===== config.mk =====
export PLATFORM = sky130hd
export DESIGN_NAME = flic_core
export DESIGN_NICKNAME = d
export VERILOG_FILES = /design/src/inc/flic_pkg.sv /design/src/hw/flic_core.sv
export SDC_FILE = /design/constraint.sdc
export NUM_CORES = 1
export LEC_CHECK = 0
export ABC_CLOCK_PERIOD_IN_PS = 15600
export BUFFER_PORTS_ARGS = -buffer_cell sky130_fd_sc_hd__buf_4
export CORE_ASPECT_RATIO = 0.9
export CORE_UTILIZATION = 54
export DETAILED_ROUTE_END_ITERATION = 6
export HOLD_SLACK_MARGIN = 0.08
export PLACE_DENSITY = 0.81
export REMOVE_ABC_BUFFERS = 1
export SYNTH_ARGS = -nofsm -noshare
export SYNTH_HDL_FRONTEND = slang
export SYNTH_SLANG_ARGS = --single-unit

===== constraint.sdc =====
create_clock -name clk_sys_in -period 15.6 [get_ports clk_sys_in]
set_clock_uncertainty 0.1 [all_clocks]
set_input_delay 1.56 -clock clk_sys_in [delete_from_list [all_inputs] [get_ports clk_sys_in]]
set_output_delay 1.56 -clock clk_sys_in [all_outputs]
set_load 0.01 [all_outputs]

===== src/inc/flic_pkg.sv =====
// package: constants and types for the four level interrupt controller
package flic_pkg;

  localparam int NUM_SRC = 13;
  localparam int SRC_W   = 4;
  localparam int LVL_W   = 2;
  localparam int VEC_W   = 8;
  localparam int DEPTH   = 5;  // idle plus four levels
  localparam int CLK_MHZ = 25;
  localparam int CLK_PER_MC = 6;
  localparam int MC_W    = 3;
  localparam logic [MC_W-1:0] MC_LAST = MC_W'(CLK_PER_MC - 1);
  localparam logic [LVL_W-1:0] LVL_TOP = 2'h3;

  // source index is the arbitration rank minus one
  localparam logic [SRC_W-1:0] SRC_EXT0  = 4'h0;
  localparam logic [SRC_W-1:0] SRC_BROWN = 4'h1;
  localparam logic [SRC_W-1:0] SRC_WDOG  = 4'h2;
  localparam logic [SRC_W-1:0] SRC_TMR0  = 4'h3;
  localparam logic [SRC_W-1:0] SRC_TWIRE = 4'h4;
  localparam logic [SRC_W-1:0] SRC_CONV  = 4'h5;
  localparam logic [SRC_W-1:0] SRC_EXT1  = 4'h6;
  localparam logic [SRC_W-1:0] SRC_KEY   = 4'h7;
  localparam logic [SRC_W-1:0] SRC_CMP1  = 4'h8;
  localparam logic [SRC_W-1:0] SRC_TMR1  = 4'h9;
  localparam logic [SRC_W-1:0] SRC_CMP2  = 4'hA;
  localparam logic [SRC_W-1:0] SRC_SER   = 4'hB;
  localparam logic [SRC_W-1:0] SRC_BTMO  = 4'hC;

  // sources able to leave power down, indexed by rank
  localparam logic [NUM_SRC-1:0] WAKE_MASK = 13'h05E7;

  // register bit positions
  localparam int A_EXT0 = 0;
  localparam int A_TMR0 = 1;
  localparam int A_EXT1 = 2;
  localparam int A_TMR1 = 3;
  localparam int A_SER  = 4;
  localparam int A_BROWN = 5;
  localparam int A_WDOG = 6;
  localparam int A_GLOBAL = 7;
  localparam int B_TWIRE = 0;
  localparam int B_KEY  = 1;
  localparam int B_CMP2 = 2;
  localparam int B_CONV = 4;
  localparam int B_CMP1 = 5;
  localparam int B_BTMO = 7;

  localparam logic [7:0] REG_RESET = 8'h00;

  typedef enum logic [1:0]
  {
    FLIC_RUN  = 2'b00,
    FLIC_IDLE = 2'b01,
    FLIC_PDWN = 2'b10
  } flic_pwr_e;

endpackage : flic_pkg


===== src/hw/flic_core.sv =====
// four level interrupt controller with external pin logic
// How it works
// - thirteen sources are arbitrated over four priority levels.
// - each source has an enable bit in group a or b.
// - global allow bit cleared blocks every source.
// - level is high priority bit over low priority bit, same position.
// - running routine is preempted only by strictly higher level.
// - routine at top level blocks every other source.
// - higher level request wins among simultaneous requests.
// - fixed ranking only breaks ties inside one level.
// - ranking ext0, brownout, watchdog, timer0, two-wire, converter, ext1, etc.
// - each source has its own fixed vector from 0003h to 0073h.
// - only ext0/1, brownout, keyboard, comparators, watchdog, converter wake power down.
// - level mode requests while sampled pin is low.
// - edge mode sets flag on high sample followed by low sample.
// - edge flag clears when core enters its service routine.
// - level pin still low after return raises a fresh request.
// - level mode flag follows sampled pin, needs no clearing.
// - enabled external request wakes core from idle or power down.
`timescale 1ns/1ns
module flic_core
  import flic_pkg::*;
(
  // clock and reset
  input  wire logic                  clk_sys_in,
  input  wire logic                  nrst_in,
  // configuration registers
  input  wire logic [7:0]            irq_enable_group_a_in,
  input  wire logic [7:0]            irq_enable_group_b_in,
  input  wire logic [7:0]            prio_low_group_a_in,
  input  wire logic [7:0]            prio_high_group_a_in,
  input  wire logic [7:0]            prio_low_group_b_in,
  input  wire logic [7:0]            prio_high_group_b_in,
  input  wire logic                  ext0_trigger_select_in,
  input  wire logic                  ext1_trigger_select_in,
  // external pins, active low
  input  wire logic                  ext_irq_pin0_n_in,
  input  wire logic                  ext_irq_pin1_n_in,
  // peripheral request flags
  input  wire logic                  brownout_flag_in,
  input  wire logic                  watchdog_overflow_flag_in,
  input  wire logic                  timer0_overflow_flag_in,
  input  wire logic                  twowire_attention_flag_in,
  input  wire logic                  converter_done_flag_in,
  input  wire logic                  keypad_flag_in,
  input  wire logic                  comparator1_flag_in,
  input  wire logic                  timer1_overflow_flag_in,
  input  wire logic                  comparator2_flag_in,
  input  wire logic                  serial_flag_in,
  input  wire logic                  bus_timeout_flag_in,
  // core handshake
  input  wire logic                  vector_taken_in,
  input  wire logic                  return_in,
  input  wire flic_pkg::flic_pwr_e   power_mode_in,
  output logic                       irq_request_out,
  output logic [VEC_W-1:0]           irq_vector_out,
  output logic [SRC_W-1:0]           irq_source_out,
  output logic [LVL_W-1:0]           active_level_out,
  output logic                       in_service_out,
  output logic                       wake_out,
  // request flags as seen by software
  output logic                       ext0_request_flag_out,
  output logic                       ext1_request_flag_out
);

  typedef struct packed
  {
    logic [MC_W-1:0]              mc_cnt;
    logic [2:0]                   sync0;
    logic [2:0]                   sync1;
    logic                         pin0;
    logic                         pin1;
    logic                         samp0;
    logic                         samp1;
    logic                         flag0;
    logic                         flag1;
    logic [DEPTH-1:0]             active;
    logic                         req;
    logic [SRC_W-1:0]             src;
    logic [LVL_W-1:0]             lvl;
    logic [VEC_W-1:0]             vec;
    logic                         wake;
  } flic_state_s;

  flic_state_s st;
  flic_state_s next_st;

  // vector address for a rank-ordered source index
  function automatic logic [VEC_W-1:0] flic_vector(input logic [SRC_W-1:0] s);
    unique case (s)
      SRC_EXT0:  flic_vector = 8'h03;
      SRC_TMR0:  flic_vector = 8'h0B;
      SRC_EXT1:  flic_vector = 8'h13;
      SRC_TMR1:  flic_vector = 8'h1B;
      SRC_SER:   flic_vector = 8'h23;
      SRC_BROWN: flic_vector = 8'h2B;
      SRC_TWIRE: flic_vector = 8'h33;
      SRC_KEY:   flic_vector = 8'h3B;
      SRC_CMP2:  flic_vector = 8'h43;
      SRC_WDOG:  flic_vector = 8'h53;
      SRC_CONV:  flic_vector = 8'h5B;
      SRC_CMP1:  flic_vector = 8'h63;
      SRC_BTMO:  flic_vector = 8'h73;
      default:   flic_vector = 8'h00;
    endcase
  endfunction : flic_vector

  // current service level is the highest active stack bit
  function automatic logic [LVL_W-1:0] flic_top(input logic [DEPTH-1:0] a);
    flic_top = 2'h0;
    for (int k = 0; k < DEPTH - 1; k++)
    begin
      if (a[k])
      begin
        flic_top = LVL_W'(k);
      end
    end
  endfunction : flic_top

  logic [NUM_SRC-1:0] raw;
  logic [NUM_SRC-1:0] en;
  logic [NUM_SRC-1:0] plo;
  logic [NUM_SRC-1:0] phi;
  logic [LVL_W-1:0]   lvl [NUM_SRC];
  logic [NUM_SRC-1:0] pend;

  // rank order sources into vectors
  always_comb
  begin
    raw = {bus_timeout_flag_in, serial_flag_in, comparator2_flag_in, timer1_overflow_flag_in,
           comparator1_flag_in, keypad_flag_in, st.flag1, converter_done_flag_in,
           twowire_attention_flag_in, timer0_overflow_flag_in, watchdog_overflow_flag_in,
           brownout_flag_in, st.flag0};
    en  = {irq_enable_group_b_in[B_BTMO], irq_enable_group_a_in[A_SER],
           irq_enable_group_b_in[B_CMP2], irq_enable_group_a_in[A_TMR1],
           irq_enable_group_b_in[B_CMP1], irq_enable_group_b_in[B_KEY],
           irq_enable_group_a_in[A_EXT1], irq_enable_group_b_in[B_CONV],
           irq_enable_group_b_in[B_TWIRE], irq_enable_group_a_in[A_TMR0],
           irq_enable_group_a_in[A_WDOG], irq_enable_group_a_in[A_BROWN],
           irq_enable_group_a_in[A_EXT0]};
    plo = {prio_low_group_b_in[B_BTMO], prio_low_group_a_in[A_SER],
           prio_low_group_b_in[B_CMP2], prio_low_group_a_in[A_TMR1],
           prio_low_group_b_in[B_CMP1], prio_low_group_b_in[B_KEY],
           prio_low_group_a_in[A_EXT1], prio_low_group_b_in[B_CONV],
           prio_low_group_b_in[B_TWIRE], prio_low_group_a_in[A_TMR0],
           prio_low_group_a_in[A_WDOG], prio_low_group_a_in[A_BROWN],
           prio_low_group_a_in[A_EXT0]};
    phi = {prio_high_group_b_in[B_BTMO], prio_high_group_a_in[A_SER],
           prio_high_group_b_in[B_CMP2], prio_high_group_a_in[A_TMR1],
           prio_high_group_b_in[B_CMP1], prio_high_group_b_in[B_KEY],
           prio_high_group_a_in[A_EXT1], prio_high_group_b_in[B_CONV],
           prio_high_group_b_in[B_TWIRE], prio_high_group_a_in[A_TMR0],
           prio_high_group_a_in[A_WDOG], prio_high_group_a_in[A_BROWN],
           prio_high_group_a_in[A_EXT0]};
  end

  genvar gi;
  generate
    for (gi = 0; gi < NUM_SRC; gi++)
    begin : g_src
      assign lvl[gi]  = {phi[gi], plo[gi]};
      assign pend[gi] = raw[gi] & en[gi] & irq_enable_group_a_in[A_GLOBAL];
    end
  endgenerate

  logic               win_any;
  logic [SRC_W-1:0]   win_src;
  logic [LVL_W-1:0]   win_lvl;
  logic [LVL_W-1:0]   cur_lvl;
  logic               may_preempt;
  logic               mc_tick;

  // scan from lowest rank upward; a strictly higher level or equal level at better
  // rank replaces the holder, so level always dominates rank
  always_comb
  begin
    win_any = 1'b0;
    win_src = SRC_EXT0;
    win_lvl = 2'h0;
    for (int k = NUM_SRC - 1; k >= 0; k--)
    begin
      if (pend[k] && (!win_any || lvl[k] >= win_lvl))
      begin
        win_any = 1'b1;
        win_src = SRC_W'(k);
        win_lvl = lvl[k];
      end
    end
  end

  always_comb
  begin
    cur_lvl = flic_top(st.active);
    // nothing active, or a strictly higher level; top level never beats itself
    may_preempt = (st.active[DEPTH-2:0] == '0) || (win_lvl > cur_lvl);
    mc_tick = (st.mc_cnt == MC_LAST);
  end

  always_comb
  begin
    next_st = st;
    next_st.mc_cnt = mc_tick ? '0 : st.mc_cnt + 1'b1;
    next_st.sync0 = {st.sync0[1:0], ext_irq_pin0_n_in};
    next_st.sync1 = {st.sync1[1:0], ext_irq_pin1_n_in};
    // a pin change is accepted once the last two stages agree
    if (st.sync0[2] == st.sync0[1])
    begin
      next_st.pin0 = st.sync0[2];
    end
    if (st.sync1[2] == st.sync1[1])
    begin
      next_st.pin1 = st.sync1[2];
    end

    // pins are looked at once per machine cycle, so pulses shorter than six clocks may pass
    if (mc_tick)
    begin
      next_st.samp0 = st.pin0;
      next_st.samp1 = st.pin1;
    end

    // level mode follows the sample; edge mode latches, set beats clear
    if (!ext0_trigger_select_in)
    begin
      next_st.flag0 = !st.samp0;
    end
    else
    begin
      if (vector_taken_in && st.req && st.src == SRC_EXT0)
      begin
        next_st.flag0 = 1'b0;
      end
      if (mc_tick && st.samp0 && !st.pin0)
      begin
        next_st.flag0 = 1'b1;
      end
    end
    if (!ext1_trigger_select_in)
    begin
      next_st.flag1 = !st.samp1;
    end
    else
    begin
      if (vector_taken_in && st.req && st.src == SRC_EXT1)
      begin
        next_st.flag1 = 1'b0;
      end
      if (mc_tick && st.samp1 && !st.pin1)
      begin
        next_st.flag1 = 1'b1;
      end
    end

    // active level stack; return pops the highest, restoring the previous level
    if (return_in)
    begin
      next_st.active[cur_lvl] = 1'b0;
    end
    if (vector_taken_in && st.req)
    begin
      next_st.active[st.lvl] = 1'b1;
      next_st.req = 1'b0;
    end
    else if (mc_tick)
    begin
      // one decision per machine cycle, held until taken or re-decided
      next_st.req = win_any && may_preempt && (power_mode_in == FLIC_RUN);
      next_st.src = win_src;
      next_st.lvl = win_lvl;
      next_st.vec = flic_vector(win_src);
    end

    // idle wakes on any pending source, power down only on the wake capable ones
    unique case (power_mode_in)
      FLIC_IDLE: next_st.wake = |pend;
      FLIC_PDWN: next_st.wake = |(pend & WAKE_MASK);
      default:   next_st.wake = 1'b0;
    endcase
  end

  always_ff @(posedge clk_sys_in or negedge nrst_in)
  begin
    if (!nrst_in)
    begin
      st <= '{mc_cnt: '0, sync0: 3'h7, sync1: 3'h7, pin0: 1'b1, pin1: 1'b1,
              samp0: 1'b1, samp1: 1'b1, flag0: 1'b0, flag1: 1'b0,
              active: '0, req: 1'b0, src: SRC_EXT0, lvl: 2'h0,
              vec: REG_RESET, wake: 1'b0};
    end
    else
    begin
      st <= next_st;
    end
  end

  assign irq_request_out       = st.req;
  assign irq_vector_out        = st.vec;
  assign irq_source_out        = st.src;
  assign active_level_out      = cur_lvl;
  assign in_service_out        = |st.active[DEPTH-2:0];
  assign wake_out              = st.wake;
  assign ext0_request_flag_out = st.flag0;
  assign ext1_request_flag_out = st.flag1;

endmodule : flic_core


==> metrics.txt, run 1 <==
# TYPE chip_impl_metric gauge
chip_impl_info{name="outcome",value="aborted with a tool error"} 1
chip_impl_info{name="failing_step",value="5_1_grt"} 1
chip_impl_info{name="error",value="[ERROR DPL-0038] Utilization greater than 100%, impossible to legalize"} 1
chip_impl_metric{name="total_of_warnings_raised_by_yosys",unit=""} 0
chip_impl_info{name="synth_largest_area_cell",value="dfrtp_1"} 1
chip_impl_metric{name="grt_start_max_net_pins",unit=""} 33
chip_impl_metric{name="die_w",unit="um"} 84.65
chip_impl_metric{name="clock_path_buffers",unit=""} 2
chip_impl_metric{name="post_synth_xor_area_fraction",unit=""} 0
chip_impl_metric{name="synth.mux.area_fraction",unit=""} 0.03619
chip_impl_metric{name="die_height",unit="um"} 76.38
chip_impl_metric{name="synth_async_sr_flop_share",unit=""} 1.000
chip_impl_info{name="synth_ff_type",value="dfrtp_1"} 1
chip_impl_metric{name="cts-buffers-inserted",unit=""} 5
chip_impl_info{name="synth_top_family_by_area",value="compound AO/OA/AOI/OAI gates"} 1
chip_impl_metric{name="synth-edff-count",unit=""} 0
chip_impl_metric{name="number_of_synthesized_register_bits",unit=""} 32
chip_impl_info{name="timing.worst_endpoint.kind",value="sequential cell input"} 1
chip_impl_metric{name="syn-mean-instance-area",unit="sq um"} 8.257
chip_impl_metric{name="post_dp_cell_area",unit="sq mm"} 0.004348
chip_impl_metric{name="post_synth_fa_ha_maj_area_fraction",unit=""} 0.1070
chip_impl_metric{name="synth.yosys.seq_area_share",unit=""} 0.2450
chip_impl_metric{name="post-dp-hpwl",unit="um"} 8175
chip_impl_info{name="synth_commonest_cells",value="45 x nand2_1, 30 x inv_1, 26 x ha_1, 26 x nor2_1"} 1
chip_impl_metric{name="post_synth_instance_area",unit="sq mm"} 0.003319
chip_impl_metric{name="ios",unit=""} 88
chip_impl_info{name="synth_area_leaders",value="dfrtp_1 17%, ha_1 9.8%, dfstp_2 7.9%"} 1
chip_impl_metric{name="floorplan.initialDensity",unit=""} 0.5732
chip_impl_metric{name="gate_count_after_technology_mapping",unit=""} 402
chip_impl_metric{name="fp-row-count",unit=""} 26
chip_impl_metric{name="synth_simple_gate_area_frac",unit=""} 0.2352
chip_impl_metric{name="clock_sink_count",unit=""} 32
chip_impl_metric{name="placement.setup.worst_slack",unit="ns"} -3.362
chip_impl_metric{name="holdBufCountCts",unit=""} 0
chip_impl_metric{name="synth_cell_type_count",unit=""} 78
chip_impl_info{name="yosysMostFrequentCell",value="nand2_1"} 1
chip_impl_metric{name="buffer_ports.inserted",unit=""} 77
chip_impl_metric{name="synth.top_cell.area_share",unit=""} 0.1658
chip_impl_info{name="cts.root.buffer_cell",value="clkbuf_8"} 1
chip_impl_metric{name="synth_compound_gate_area_share",unit=""} 0.2948
chip_impl_metric{name="place.gp.congestion",unit=""} 0.9948
chip_impl_info{name="timing.grt.repair.worst_endpoint",value="irq_request_out$_DFFE_PN0P_/D"} 1
chip_impl_metric{name="htreeDepth",unit=""} 2
==> cell families after synthesis <==
logic type                 Yosys count
and+or+nand+nor                    149
other                                1
DFF                                 32
adders and majority gates           29
muxes                               11
buffers and inverters               53
AOI/OAI and AO/OA                  127
==> stage by stage <==
stage,setup TNS [ns],std cells,util
2_1_floorplan,-29.87,381,-
3_3_place_gp,-28.00,596,0.7509
3_5_place_dp,-34.92,596,0.7509
4_1_cts,-16.23,658,0.9211
==> timing repair <==
action | CTS
endpoints found under the hold margin | 0
setup endpoints to repair | 12
pin swaps | 75
buffers inserted | 55
gates resized for setup | 95
==> run 2: changes to the inputs <==
--- a/config.mk
+++ b/config.mk
@@ -7,11 +7,9 @@
 export LEC_CHECK = 0
 export ABC_CLOCK_PERIOD_IN_PS = 15600
 export BUFFER_PORTS_ARGS = -buffer_cell sky130_fd_sc_hd__buf_4
-export CORE_ASPECT_RATIO = 0.9
-export CORE_UTILIZATION = 54
+export CORE_UTILIZATION = 40
 export DETAILED_ROUTE_END_ITERATION = 6
-export HOLD_SLACK_MARGIN = 0.08
-export PLACE_DENSITY = 0.81
+export PLACE_DENSITY_LB_ADDON = 0.15
 export REMOVE_ABC_BUFFERS = 1
 export SYNTH_ARGS = -nofsm -noshare
 export SYNTH_HDL_FRONTEND = slang
==> run 2 against run 1 <==
Effect of this change: synthesized area is the same; synthesized cell count unchanged; the flow now finishes, with violations (negative setup slack).
==> metrics.txt, run 2 <==
# TYPE chip_impl_metric gauge
chip_impl_info{name="outcome",value="finished, violations left"} 1
chip_impl_info{name="violations",value="negative setup slack"} 1
chip_impl_metric{name="clock_sink_count",unit=""} 32
chip_impl_metric{name="grt_first_pass_wirelength",unit="um"} 17160
chip_impl_info{name="synth_commonest_cells",value="45 x nand2_1, 30 x inv_1, 26 x ha_1, 26 x nor2_1"} 1
chip_impl_info{name="category_of_the_worst_setup_path_capture_point",value="flop"} 1
chip_impl_metric{name="fp-row-count",unit=""} 32
chip_impl_metric{name="routed_wl",unit="um"} 11060
chip_impl_metric{name="drt_drc_violations_left",unit=""} 0
chip_impl_info{name="synth_largest_area_cell",value="dfrtp_1"} 1
chip_impl_metric{name="critical_path_buf_inv_count",unit=""} 12
chip_impl_metric{name="via_count_of_the_first_global_routing_pass",unit=""} 3668
chip_impl_metric{name="synth_async_sr_flop_share",unit=""} 1.000
chip_impl_metric{name="timing_hold_violations_final",unit=""} 0
chip_impl_metric{name="drt_pre_antenna_iters",unit=""} 4
chip_impl_metric{name="initial_antenna_violation_count",unit=""} 0
chip_impl_metric{name="post-route-period-util",unit=""} 1.118
chip_impl_metric{name="synth.yosys.seq_area_share",unit=""} 0.2450
chip_impl_metric{name="hold_path_depth",unit=""} 0
chip_impl_metric{name="drive_above_1_share",unit=""} 0.5544
chip_impl_info{name="critPathKind",value="in2reg"} 1
chip_impl_info{name="cts.root.buffer_cell",value="clkbuf_8"} 1
chip_impl_metric{name="drt_first_iter_violations",unit=""} 126
chip_impl_metric{name="place.gp.congestion",unit=""} 0.8419
chip_impl_metric{name="synth-edff-count",unit=""} 0
chip_impl_info{name="hold_path_end",value="next_st[29]$_DFF_PN1_"} 1
chip_impl_metric{name="synth_cell_type_count",unit=""} 78
chip_impl_metric{name="timing.slew.headroom",unit=""} 0.1322
chip_impl_metric{name="final.setup.worst_slack",unit="ns"} -1.841
chip_impl_metric{name="worst_ep_required_time",unit="ns"} 15.71
chip_impl_info{name="kind_of_cell_adding_the_most_delay_to_the_critical_path",value="compound AO/OA/AOI/OAI gates"} 1
chip_impl_metric{name="post-layout-total-power",unit="mW"} 0.3994
chip_impl_info{name="worstHoldPathType",value="reg2reg"} 1
chip_impl_metric{name="maxCapViolations",unit=""} 0
chip_impl_metric{name="floorplan.initialDensity",unit=""} 0.4208
chip_impl_metric{name="final_antenna_diode_count",unit=""} 0
chip_impl_metric{name="htreeDepth",unit=""} 2
chip_impl_metric{name="finalHoldWorstSlack",unit="ns"} 0.2546
chip_impl_info{name="yosysMostFrequentCell",value="nand2_1"} 1
chip_impl_metric{name="cp_max_fo",unit=""} 4
chip_impl_metric{name="grt_usage",unit=""} 0.2468
chip_impl_metric{name="largest_reg_flops",unit=""} 15
chip_impl_info{name="biggest_register",value="st"} 1
chip_impl_metric{name="reg2regPathDepth",unit=""} 62
chip_impl_metric{name="data_arrival_time_of_the_worst_path",unit="ns"} 17.55
chip_impl_metric{name="worstSkewPairLatency",unit="ns"} 0.28
chip_impl_metric{name="post-dp-hpwl",unit="um"} 7551
chip_impl_metric{name="viasPerCell",unit=""} 5.686
chip_impl_metric{name="gate_count_after_technology_mapping",unit=""} 402
chip_impl_metric{name="fmax",unit="MHz"} 57.34
chip_impl_metric{name="global_route.overflow_total",unit=""} 0
chip_impl_info{name="worstReg2RegEnd",value="irq_request_out$_DFFE_PN0P_"} 1
chip_impl_info{name="layout_commonest_cell",value="buf_4"} 1
chip_impl_metric{name="cts-buffers-inserted",unit=""} 5
chip_impl_info{name="rsz0062_at_grt",value="true"} 1
chip_impl_info{name="worstHoldStart",value="next_st[28]$_DFF_PN1_"} 1
chip_impl_metric{name="vdd.ir_drop.worst",unit="V"} 0.00007648
chip_impl_metric{name="clkSlewWorstSetupHoldPaths",unit="ns"} 0.06
chip_impl_metric{name="area.growth.synth_to_final",unit="%"} 62.68
chip_impl_info{name="synth_area_leaders",value="dfrtp_1 17%, ha_1 9.8%, dfstp_2 7.9%"} 1
chip_impl_metric{name="ant_nets",unit=""} 0
chip_impl_info{name="setup_crit_start_kind",value="input pin"} 1
chip_impl_info{name="cts_tree",value="built"} 1
chip_impl_info{name="critPathMostFrequentCell",value="nand2b_4"} 1
chip_impl_metric{name="post_synth_instance_area",unit="sq mm"} 0.003319
chip_impl_metric{name="layout_nets",unit=""} 655
chip_impl_metric{name="die_height",unit="um"} 93.10
chip_impl_metric{name="synth.top_cell.area_share",unit=""} 0.1658
chip_impl_metric{name="route.detailed.wl_per_inst",unit="um"} 16.67
chip_impl_metric{name="leakage",unit="nW"} 2.482
chip_impl_info{name="critical-path-slowest-cell",value="or4_1"} 1
chip_impl_metric{name="finalWorstPathRequiredPeriod",unit="ns"} 17.44
chip_impl_metric{name="clock_path_buffers",unit=""} 2
chip_impl_metric{name="tightest_slew",unit="ns"} 1.269
chip_impl_metric{name="number_of_synthesized_register_bits",unit=""} 32
chip_impl_metric{name="ios",unit=""} 88
chip_impl_metric{name="power.density_cell_area",unit="mW/mm^2"} 73.96
chip_impl_metric{name="syn-mean-instance-area",unit="sq um"} 8.257
chip_impl_metric{name="total_die_area",unit="sq mm"} 0.008667
chip_impl_metric{name="regToRegSetupSlack",unit="ns"} 4.71
chip_impl_metric{name="buffer_ports.inserted",unit=""} 77
chip_impl_metric{name="core_region_area",unit="sq mm"} 0.007888
chip_impl_metric{name="worst_path_largest_cell_delay",unit="ns"} 0.44
chip_impl_metric{name="total_of_warnings_raised_by_yosys",unit=""} 0
chip_impl_metric{name="drv_slew",unit=""} 0
chip_impl_info{name="synth_ff_type",value="dfrtp_1"} 1
chip_impl_metric{name="grt_start_max_net_pins",unit=""} 33
chip_impl_metric{name="detailroute.via_count",unit=""} 3770
chip_impl_metric{name="report.final.setup_viol",unit=""} 12
chip_impl_metric{name="die_w",unit="um"} 93.10
chip_impl_info{name="worst_r2r_startpoint",value="ext1_request_flag_out$_DFFE_PN0P_"} 1
chip_impl_info{name="mostFrequentLayoutCells",value="158 x buf_4, 40 x nand2_1, 26 x inv_1"} 1
==> run 2: what timing repair did <==
item | CTS | global route
setup buffers | 20 | 16
pin swaps | 72 | 83
hold buffers | 0 | 0
setup endpoints to repair | 12 | 12
gates resized for setup | 100 | 49
==> run 2: area by class of cell <==
cell class	instances	area (sq um)
sequential	32	813.3
inverter	31	123.9
timing repair buffer	172	1348
multi-input combinational	318	2898
tap	102	127.6
fill	634	2487
clock buffer	8	90.09
==> run 2: where the power goes <==
group / switching (mW) / internal [mW] / total [mW]
registers: 0.0105 / 0.0964 / 0.107
logic: 0.109 / 0.120 / 0.229
clock network: 0.0280 / 0.0359 / 0.0639
total: 0.148 / 0.252 / 0.399
==> run 2: logic make-up (layout without fill, tap and decap cells) <==
logic type,Yosys count,count (layout),share of synthesized area
DFF,32,32,0.2450
adders and majority gates,29,29,0.1070
buffers and inverters,53,211,0.08066
AOI/OAI and AO/OA,127,127,0.2948
and+or+nand+nor,149,149,0.2352
muxes,11,11,0.03618
other,1,2,0.001130
==> run 2: how the worst max path moves through the flow <==
stage | startpoint | to | slack [ns] | cells past startpoint
6_report | irq_enable_group_a_in[7] | irq_request_out$_DFFE_PN0P_ | -1.84 | 99
5_1_grt | bus_timeout_flag_in | irq_request_out$_DFFE_PN0P_ | -2.54 | 99
4_1_cts | irq_enable_group_b_in[7] | irq_request_out$_DFFE_PN0P_ | -1.39 | 95
3_5_place_dp | irq_enable_group_a_in[7] | irq_request_out$_DFFE_PN0P_ | -2.92 | 92
3_3_place_gp | irq_enable_group_a_in[7] | irq_request_out$_DFFE_PN0P_ | -2.59 | 94
2_1_floorplan | irq_enable_group_a_in[7] | irq_request_out$_DFFE_PN0P_ | -3.01 | 90
==> run 2: per-stage QoR <==
| step | instance area, sq um | setup TNS [ns] | setup slack [ns] | std cells | util |
|---|---|---|---|---|---|
| global placement | 4350 | -26.76 | -2.585 | 623 | 0.5516 |
| global route | 5400 | -24.45 | -2.536 | 663 | 0.6846 |
| CTS | 5074 | -13.42 | -1.392 | 648 | 0.6432 |
| detailed placement | 4350 | -29.95 | -2.924 | 623 | 0.5516 |
| finish | 5400 | -16.59 | -1.841 | 663 | 0.6846 |
| floorplan | 3172 | -29.87 | -3.013 | 381 | - |
==> run 2: metal layers <==
metal	routed length, um	track usage	vias to the layer above
li1	-	-	1800
met1	4615	0.3134	1792
met2	5476	0.4271	144
met3	566	0.02764	34
met4	397	0.09615	0
met5	0	0	-
==> run 2: worst register-to-register path, delay by kind of cell (launching register included) <==
kind                     cells  cell delay [ns]
flip-flops                   1             0.48
AND/OR/NAND/NOR             19             2.67
AO/OA/AOI/OAI               29             4.42
multiplexers                 2             0.67
buffers and inverters        4             0.51
adder cells (fa/ha/maj)      8             1.97
Power figures use the tool's default switching activity.
==> run 3: changes to the inputs <==
--- a/config.mk
+++ b/config.mk
@@ -6,9 +6,9 @@
 export NUM_CORES = 1
 export LEC_CHECK = 0
 export ABC_CLOCK_PERIOD_IN_PS = 15600
-export BUFFER_PORTS_ARGS = -buffer_cell sky130_fd_sc_hd__buf_4
 export CORE_UTILIZATION = 40
 export DETAILED_ROUTE_END_ITERATION = 6
+export DONT_BUFFER_PORTS = 1
 export PLACE_DENSITY_LB_ADDON = 0.15
 export REMOVE_ABC_BUFFERS = 1
 export SYNTH_ARGS = -nofsm -noshare
==> run 3 against run 2 <==
Effect of this change: the flow still finishes with violations (negative setup slack); non-clock buffer count fell by 5; global-route usage grew 3.4 points; hold slack better by 0.0014 ns; cell count is 0.90% lower; largest power group unchanged; largest cell class unchanged; clock power decreased by 10%.
==> metrics.txt, run 3 (same netlist as run 2, synthesis figures left out) <==
# TYPE chip_impl_metric gauge
chip_impl_metric{name="routed_wl",unit="um"} 13940
chip_impl_metric{name="placement.setup.worst_slack",unit="ns"} -2.796
chip_impl_info{name="outcome",value="finished, violations left"} 1
chip_impl_metric{name="drt_pre_antenna_iters",unit=""} 7
chip_impl_metric{name="clkSlewWorstSetupHoldPaths",unit="ns"} 0.06
chip_impl_info{name="critical-path-slowest-cell",value="or4_4"} 1
chip_impl_metric{name="global_route.overflow_total",unit=""} 0
chip_impl_metric{name="finalWorstPathRequiredPeriod",unit="ns"} 17.91
chip_impl_info{name="biggest_register",value="st"} 1
chip_impl_metric{name="timing_hold_violations_final",unit=""} 0
chip_impl_metric{name="post-route-period-util",unit=""} 1.148
chip_impl_metric{name="power.density_cell_area",unit="mW/mm^2"} 75.41
chip_impl_metric{name="timing.slew.headroom",unit=""} 0.08221
chip_impl_metric{name="floorplan.initialDensity",unit=""} 0.4208
chip_impl_metric{name="initial_antenna_violation_count",unit=""} 0
chip_impl_metric{name="numPlacedInstances",unit=""} 548
chip_impl_metric{name="regArea",unit="sq um"} 813.3
chip_impl_metric{name="via_count_of_the_first_global_routing_pass",unit=""} 3894
chip_impl_metric{name="fmax",unit="MHz"} 55.83
chip_impl_info{name="critPathMostFrequentCell",value="nand2b_4"} 1
chip_impl_info{name="category_of_the_worst_setup_path_capture_point",value="flop"} 1
chip_impl_metric{name="drt_first_iter_violations",unit=""} 212
chip_impl_metric{name="final_antenna_diode_count",unit=""} 0
chip_impl_metric{name="grt_usage",unit=""} 0.2804
chip_impl_info{name="crit_start",value="irq_enable_group_b_in[7]"} 1
chip_impl_metric{name="core_region_area",unit="sq mm"} 0.007888
chip_impl_metric{name="detailroute.via_count",unit=""} 4007
chip_impl_metric{name="reg2regPathDepth",unit=""} 62
chip_impl_info{name="cts.root.buffer_cell",value="clkbuf_8"} 1
chip_impl_info{name="setup_crit_start_kind",value="input pin"} 1
chip_impl_metric{name="ant_nets",unit=""} 0
chip_impl_metric{name="drt_drc_violations_left",unit=""} 0
chip_impl_info{name="worstHoldPathType",value="reg2reg"} 1
chip_impl_metric{name="route.detailed.wl_per_inst",unit="um"} 21.22
chip_impl_metric{name="report.final.setup_viol",unit=""} 12
chip_impl_metric{name="final.setup.worst_slack",unit="ns"} -2.312
chip_impl_metric{name="finalHoldWorstSlack",unit="ns"} 0.2560
chip_impl_metric{name="cts-buffers-inserted",unit=""} 5
chip_impl_metric{name="data_arrival_time_of_the_worst_path",unit="ns"} 18.02
chip_impl_metric{name="cp_max_fo",unit=""} 5
chip_impl_metric{name="worst_ep_required_time",unit="ns"} 15.71
chip_impl_metric{name="regToRegSetupSlack",unit="ns"} 4.25
chip_impl_metric{name="fp-row-count",unit=""} 32
chip_impl_metric{name="grt_first_pass_wirelength",unit="um"} 18930
chip_impl_metric{name="finalNonFillerCells",unit=""} 657
chip_impl_info{name="worst_setup_ep",value="irq_request_out$_DFFE_PN0P_"} 1
chip_impl_metric{name="drv_slew",unit=""} 0
chip_impl_metric{name="clock_sink_count",unit=""} 32
chip_impl_metric{name="ios",unit=""} 88
chip_impl_metric{name="grt_start_max_net_pins",unit=""} 33
chip_impl_metric{name="viasPerCell",unit=""} 6.099
chip_impl_metric{name="worstSkewPairLatency",unit="ns"} 0.28
chip_impl_metric{name="htreeDepth",unit=""} 2
chip_impl_info{name="violations",value="negative setup slack"} 1
chip_impl_metric{name="maxCapViolations",unit=""} 0
chip_impl_metric{name="total_die_area",unit="sq mm"} 0.008667
chip_impl_metric{name="filler_cell_count",unit=""} 551
chip_impl_metric{name="drive_above_1_share",unit=""} 0.5694
chip_impl_metric{name="post-dp-hpwl",unit="um"} 7130
chip_impl_metric{name="largest_reg_flops",unit=""} 15
chip_impl_metric{name="clock_path_buffers",unit=""} 2
chip_impl_metric{name="buffer_ports.inserted",unit=""} 0
chip_impl_metric{name="worst_path_largest_cell_delay",unit="ns"} 0.46
chip_impl_info{name="worst_r2r_startpoint",value="ext1_request_flag_out$_DFFE_PN0P_"} 1
chip_impl_info{name="layout_commonest_cell",value="buf_4"} 1
chip_impl_info{name="cts_tree",value="built"} 1
chip_impl_info{name="rsz0062_at_grt",value="true"} 1
chip_impl_metric{name="layout_nets",unit=""} 650
chip_impl_metric{name="vdd.ir_drop.worst",unit="V"} 0.00008520
chip_impl_metric{name="leakage",unit="nW"} 2.496
chip_impl_metric{name="place.gp.congestion",unit=""} 0.8376
chip_impl_metric{name="die_height",unit="um"} 93.10
chip_impl_metric{name="area_of_combinational_cells_with_multiple_inputs",unit="sq mm"} 0.003018
chip_impl_info{name="worstReg2RegEnd",value="irq_request_out$_DFFE_PN0P_"} 1
chip_impl_metric{name="tightest_slew",unit="ns"} 1.342
chip_impl_info{name="critPathKind",value="in2reg"} 1
chip_impl_info{name="mostFrequentLayoutCells",value="151 x buf_4, 38 x nand2_1, 25 x inv_1"} 1
chip_impl_metric{name="die_w",unit="um"} 93.10
chip_impl_metric{name="area.growth.synth_to_final",unit="%"} 64.95
chip_impl_metric{name="post-layout-total-power",unit="mW"} 0.4129
==> run 3: timing repair <==
action                                  in CTS  in global routing
hold buffers                                 0                  0
setup buffers                               99                 11
pin swaps                                   91                 80
endpoints found under the setup margin      12                 12
resized for setup                          111                 59
==> run 3: area by class of cell <==
type                       count  share of cell area
timing repair buffer         167              0.2399
clock buffer                   7             0.01394
inverter                      31             0.02308
sequential                    32              0.1485
multi-input combinational    318              0.5512
tap                          102             0.02331
==> run 3: worst min path at each step <==
stage	startpoint	endpoint	slack [ns]	depth (start not counted)
3_5_place_dp	next_st[28]$_DFF_PN1_	next_st[29]$_DFF_PN1_	0.25	0
5_1_grt	next_st[28]$_DFF_PN1_	next_st[29]$_DFF_PN1_	0.26	0
2_1_floorplan	next_st[28]$_DFF_PN1_	next_st[29]$_DFF_PN1_	0.25	0
4_1_cts	next_st[28]$_DFF_PN1_	next_st[29]$_DFF_PN1_	0.26	0
6_report	next_st[28]$_DFF_PN1_	next_st[29]$_DFF_PN1_	0.26	0
3_3_place_gp	next_st[28]$_DFF_PN1_	next_st[29]$_DFF_PN1_	0.25	0
==> run 3: through the flow <==
step	TNS [ns]	instance area, sq um	util
after global placement	-23.94	3787	0.4802
after floorplan	-29.87	3172	-
after CTS	-11.50	5136	0.6512
after detailed placement	-28.18	3787	0.4802
after global routing	-29.86	5475	0.6942
final	-22.59	5475	0.6942
==> run 3: power breakdown <==
part / internal [mW] / switching (mW) / leakage (nW)
sequential: 0.0964 / 0.0163 / 0.380
clock: 0.0306 / 0.0268 / 0.0383
combinational: 0.128 / 0.115 / 2.08
total: 0.255 / 0.158 / 2.50
==> run 3: critical path, delay by kind of cell <==
family	cells	cell delay, ns
and+or+nand+nor	36	5.27
adders and majority gates	14	3.62
AOI/OAI and AO/OA	38	6.09
muxes	2	0.69
buffers and inverters	6	0.77
==> run 3: routing by layer <==
| layer | track usage | wire (um) | part of all wire |
|---|---|---|---|
| met1 | 0.3333 | 5334 | 0.38 |
| met2 | 0.4626 | 6618 | 0.47 |
| met3 | 0.05285 | 1052 | 0.075 |
| met4 | 0.1808 | 934 | 0.067 |
| met5 | 0 | 0 | 0 |
==> run 4: changes to the inputs <==
--- a/config.mk
+++ b/config.mk
@@ -5,8 +5,8 @@
 export SDC_FILE = /design/constraint.sdc
 export NUM_CORES = 1
 export LEC_CHECK = 0
-export ABC_CLOCK_PERIOD_IN_PS = 15600
-export CORE_UTILIZATION = 40
+export ABC_CLOCK_PERIOD_IN_PS = 15300
+export CORE_UTILIZATION = 59
 export DETAILED_ROUTE_END_ITERATION = 6
 export DONT_BUFFER_PORTS = 1
 export PLACE_DENSITY_LB_ADDON = 0.15
==> constraint.sdc (replaced) <==
create_clock -name clk_sys_in -period 15.3 [get_ports clk_sys_in]
set_clock_uncertainty 0.1 [all_clocks]
set_input_delay 1.53 -clock clk_sys_in [delete_from_list [all_inputs] [get_ports clk_sys_in]]
set_output_delay 1.53 -clock clk_sys_in [all_outputs]
set_load 0.01 [all_outputs]
==> run 4 against run 3 <==
Effect of this change: synthesized area did not move; the flow now stops in 5_1_grt; synthesized cell count unchanged.
==> metrics.txt, run 4 <==
# TYPE chip_impl_metric gauge
chip_impl_info{name="outcome",value="aborted with a tool error"} 1
chip_impl_info{name="failing_step",value="5_1_grt"} 1
chip_impl_info{name="error",value="[ERROR GRT-0232] Routing congestion too high. Check the congestion heatmap in the GUI."} 1
chip_impl_metric{name="die_w",unit="um"} 77.01
chip_impl_info{name="synth_commonest_cells",value="45 x nand2_1, 30 x inv_1, 26 x ha_1, 26 x nor2_1"} 1
chip_impl_info{name="synth_area_leaders",value="dfrtp_1 17%, ha_1 9.8%, dfstp_2 7.9%"} 1
chip_impl_metric{name="die_height",unit="um"} 77.01
chip_impl_metric{name="ios",unit=""} 88
chip_impl_metric{name="synth.top_cell.area_share",unit=""} 0.1658
chip_impl_metric{name="synth.yosys.seq_area_share",unit=""} 0.2450
chip_impl_info{name="yosysMostFrequentCell",value="nand2_1"} 1
chip_impl_metric{name="grt_usage",unit=""} 1.075
chip_impl_metric{name="cts-buffers-inserted",unit=""} 5
chip_impl_info{name="timing.grt.repair.worst_endpoint",value="irq_request_out$_DFFE_PN0P_/D"} 1
chip_impl_metric{name="global_route.overflow_total",unit=""} 730
chip_impl_metric{name="synth_cell_type_count",unit=""} 78
chip_impl_metric{name="post_synth_instance_area",unit="sq mm"} 0.003319
chip_impl_metric{name="gate_count_after_technology_mapping",unit=""} 402
chip_impl_metric{name="total_of_warnings_raised_by_yosys",unit=""} 0
chip_impl_metric{name="post-dp-hpwl",unit="um"} 7054
chip_impl_metric{name="clock_sink_count",unit=""} 32
chip_impl_metric{name="buffer_ports.inserted",unit=""} 0
chip_impl_metric{name="post_dp_cell_area",unit="sq mm"} 0.003792
chip_impl_metric{name="floorplan.initialDensity",unit=""} 0.6299
chip_impl_metric{name="number_of_synthesized_register_bits",unit=""} 32
chip_impl_metric{name="holdBufCountCts",unit=""} 0
chip_impl_metric{name="synth-edff-count",unit=""} 0
chip_impl_info{name="synth_ff_type",value="dfrtp_1"} 1
chip_impl_metric{name="grt_start_max_net_pins",unit=""} 33
chip_impl_info{name="synth_largest_area_cell",value="dfrtp_1"} 1
chip_impl_metric{name="fp-row-count",unit=""} 26
chip_impl_info{name="cts.root.buffer_cell",value="clkbuf_8"} 1
chip_impl_info{name="timing.worst_endpoint.kind",value="sequential cell input"} 1
chip_impl_metric{name="synth_async_sr_flop_share",unit=""} 1.000
chip_impl_metric{name="htreeDepth",unit=""} 2
chip_impl_metric{name="clock_path_buffers",unit=""} 2
chip_impl_metric{name="syn-mean-instance-area",unit="sq um"} 8.257
chip_impl_metric{name="place.gp.congestion",unit=""} 0.9253
-- run 4: cell counts after synthesis --
Identical to the previous run, type by type.
-- run 4: what timing repair did --
item | in CTS
buffers inserted | 52
pin swaps | 70
endpoints found under the setup margin | 12
resized for setup | 111
-- run 4: metal layers --
layer  GRT overflow  track usage
met1              3       0.9348
met2            539        1.461
met3              8       0.7786
met4            179        1.219
met5              1       0.4091
-- run 4: logic make-up after synthesis --
| family | Yosys count | synth area share |
|---|---|---|
| AO/OA/AOI/OAI | 127 | 0.2948 |
| adder cells (fa/ha/maj) | 29 | 0.1070 |
| buffers and inverters | 53 | 0.08066 |
| flip-flops | 32 | 0.2450 |
| multiplexers | 11 | 0.03618 |
| other | 1 | 0.001130 |
| AND/OR/NAND/NOR | 149 | 0.2352 |
-- run 4: through the flow --
stage / std cells / setup WS (ns) / hold slack (ns)
after floorplan: 381 / -3.283 / 0.2452
after global placement: 522 / -2.705 / 0.2456
after detailed placement: 522 / -3.232 / 0.2475
after CTS: 579 / -1.565 / 0.2617
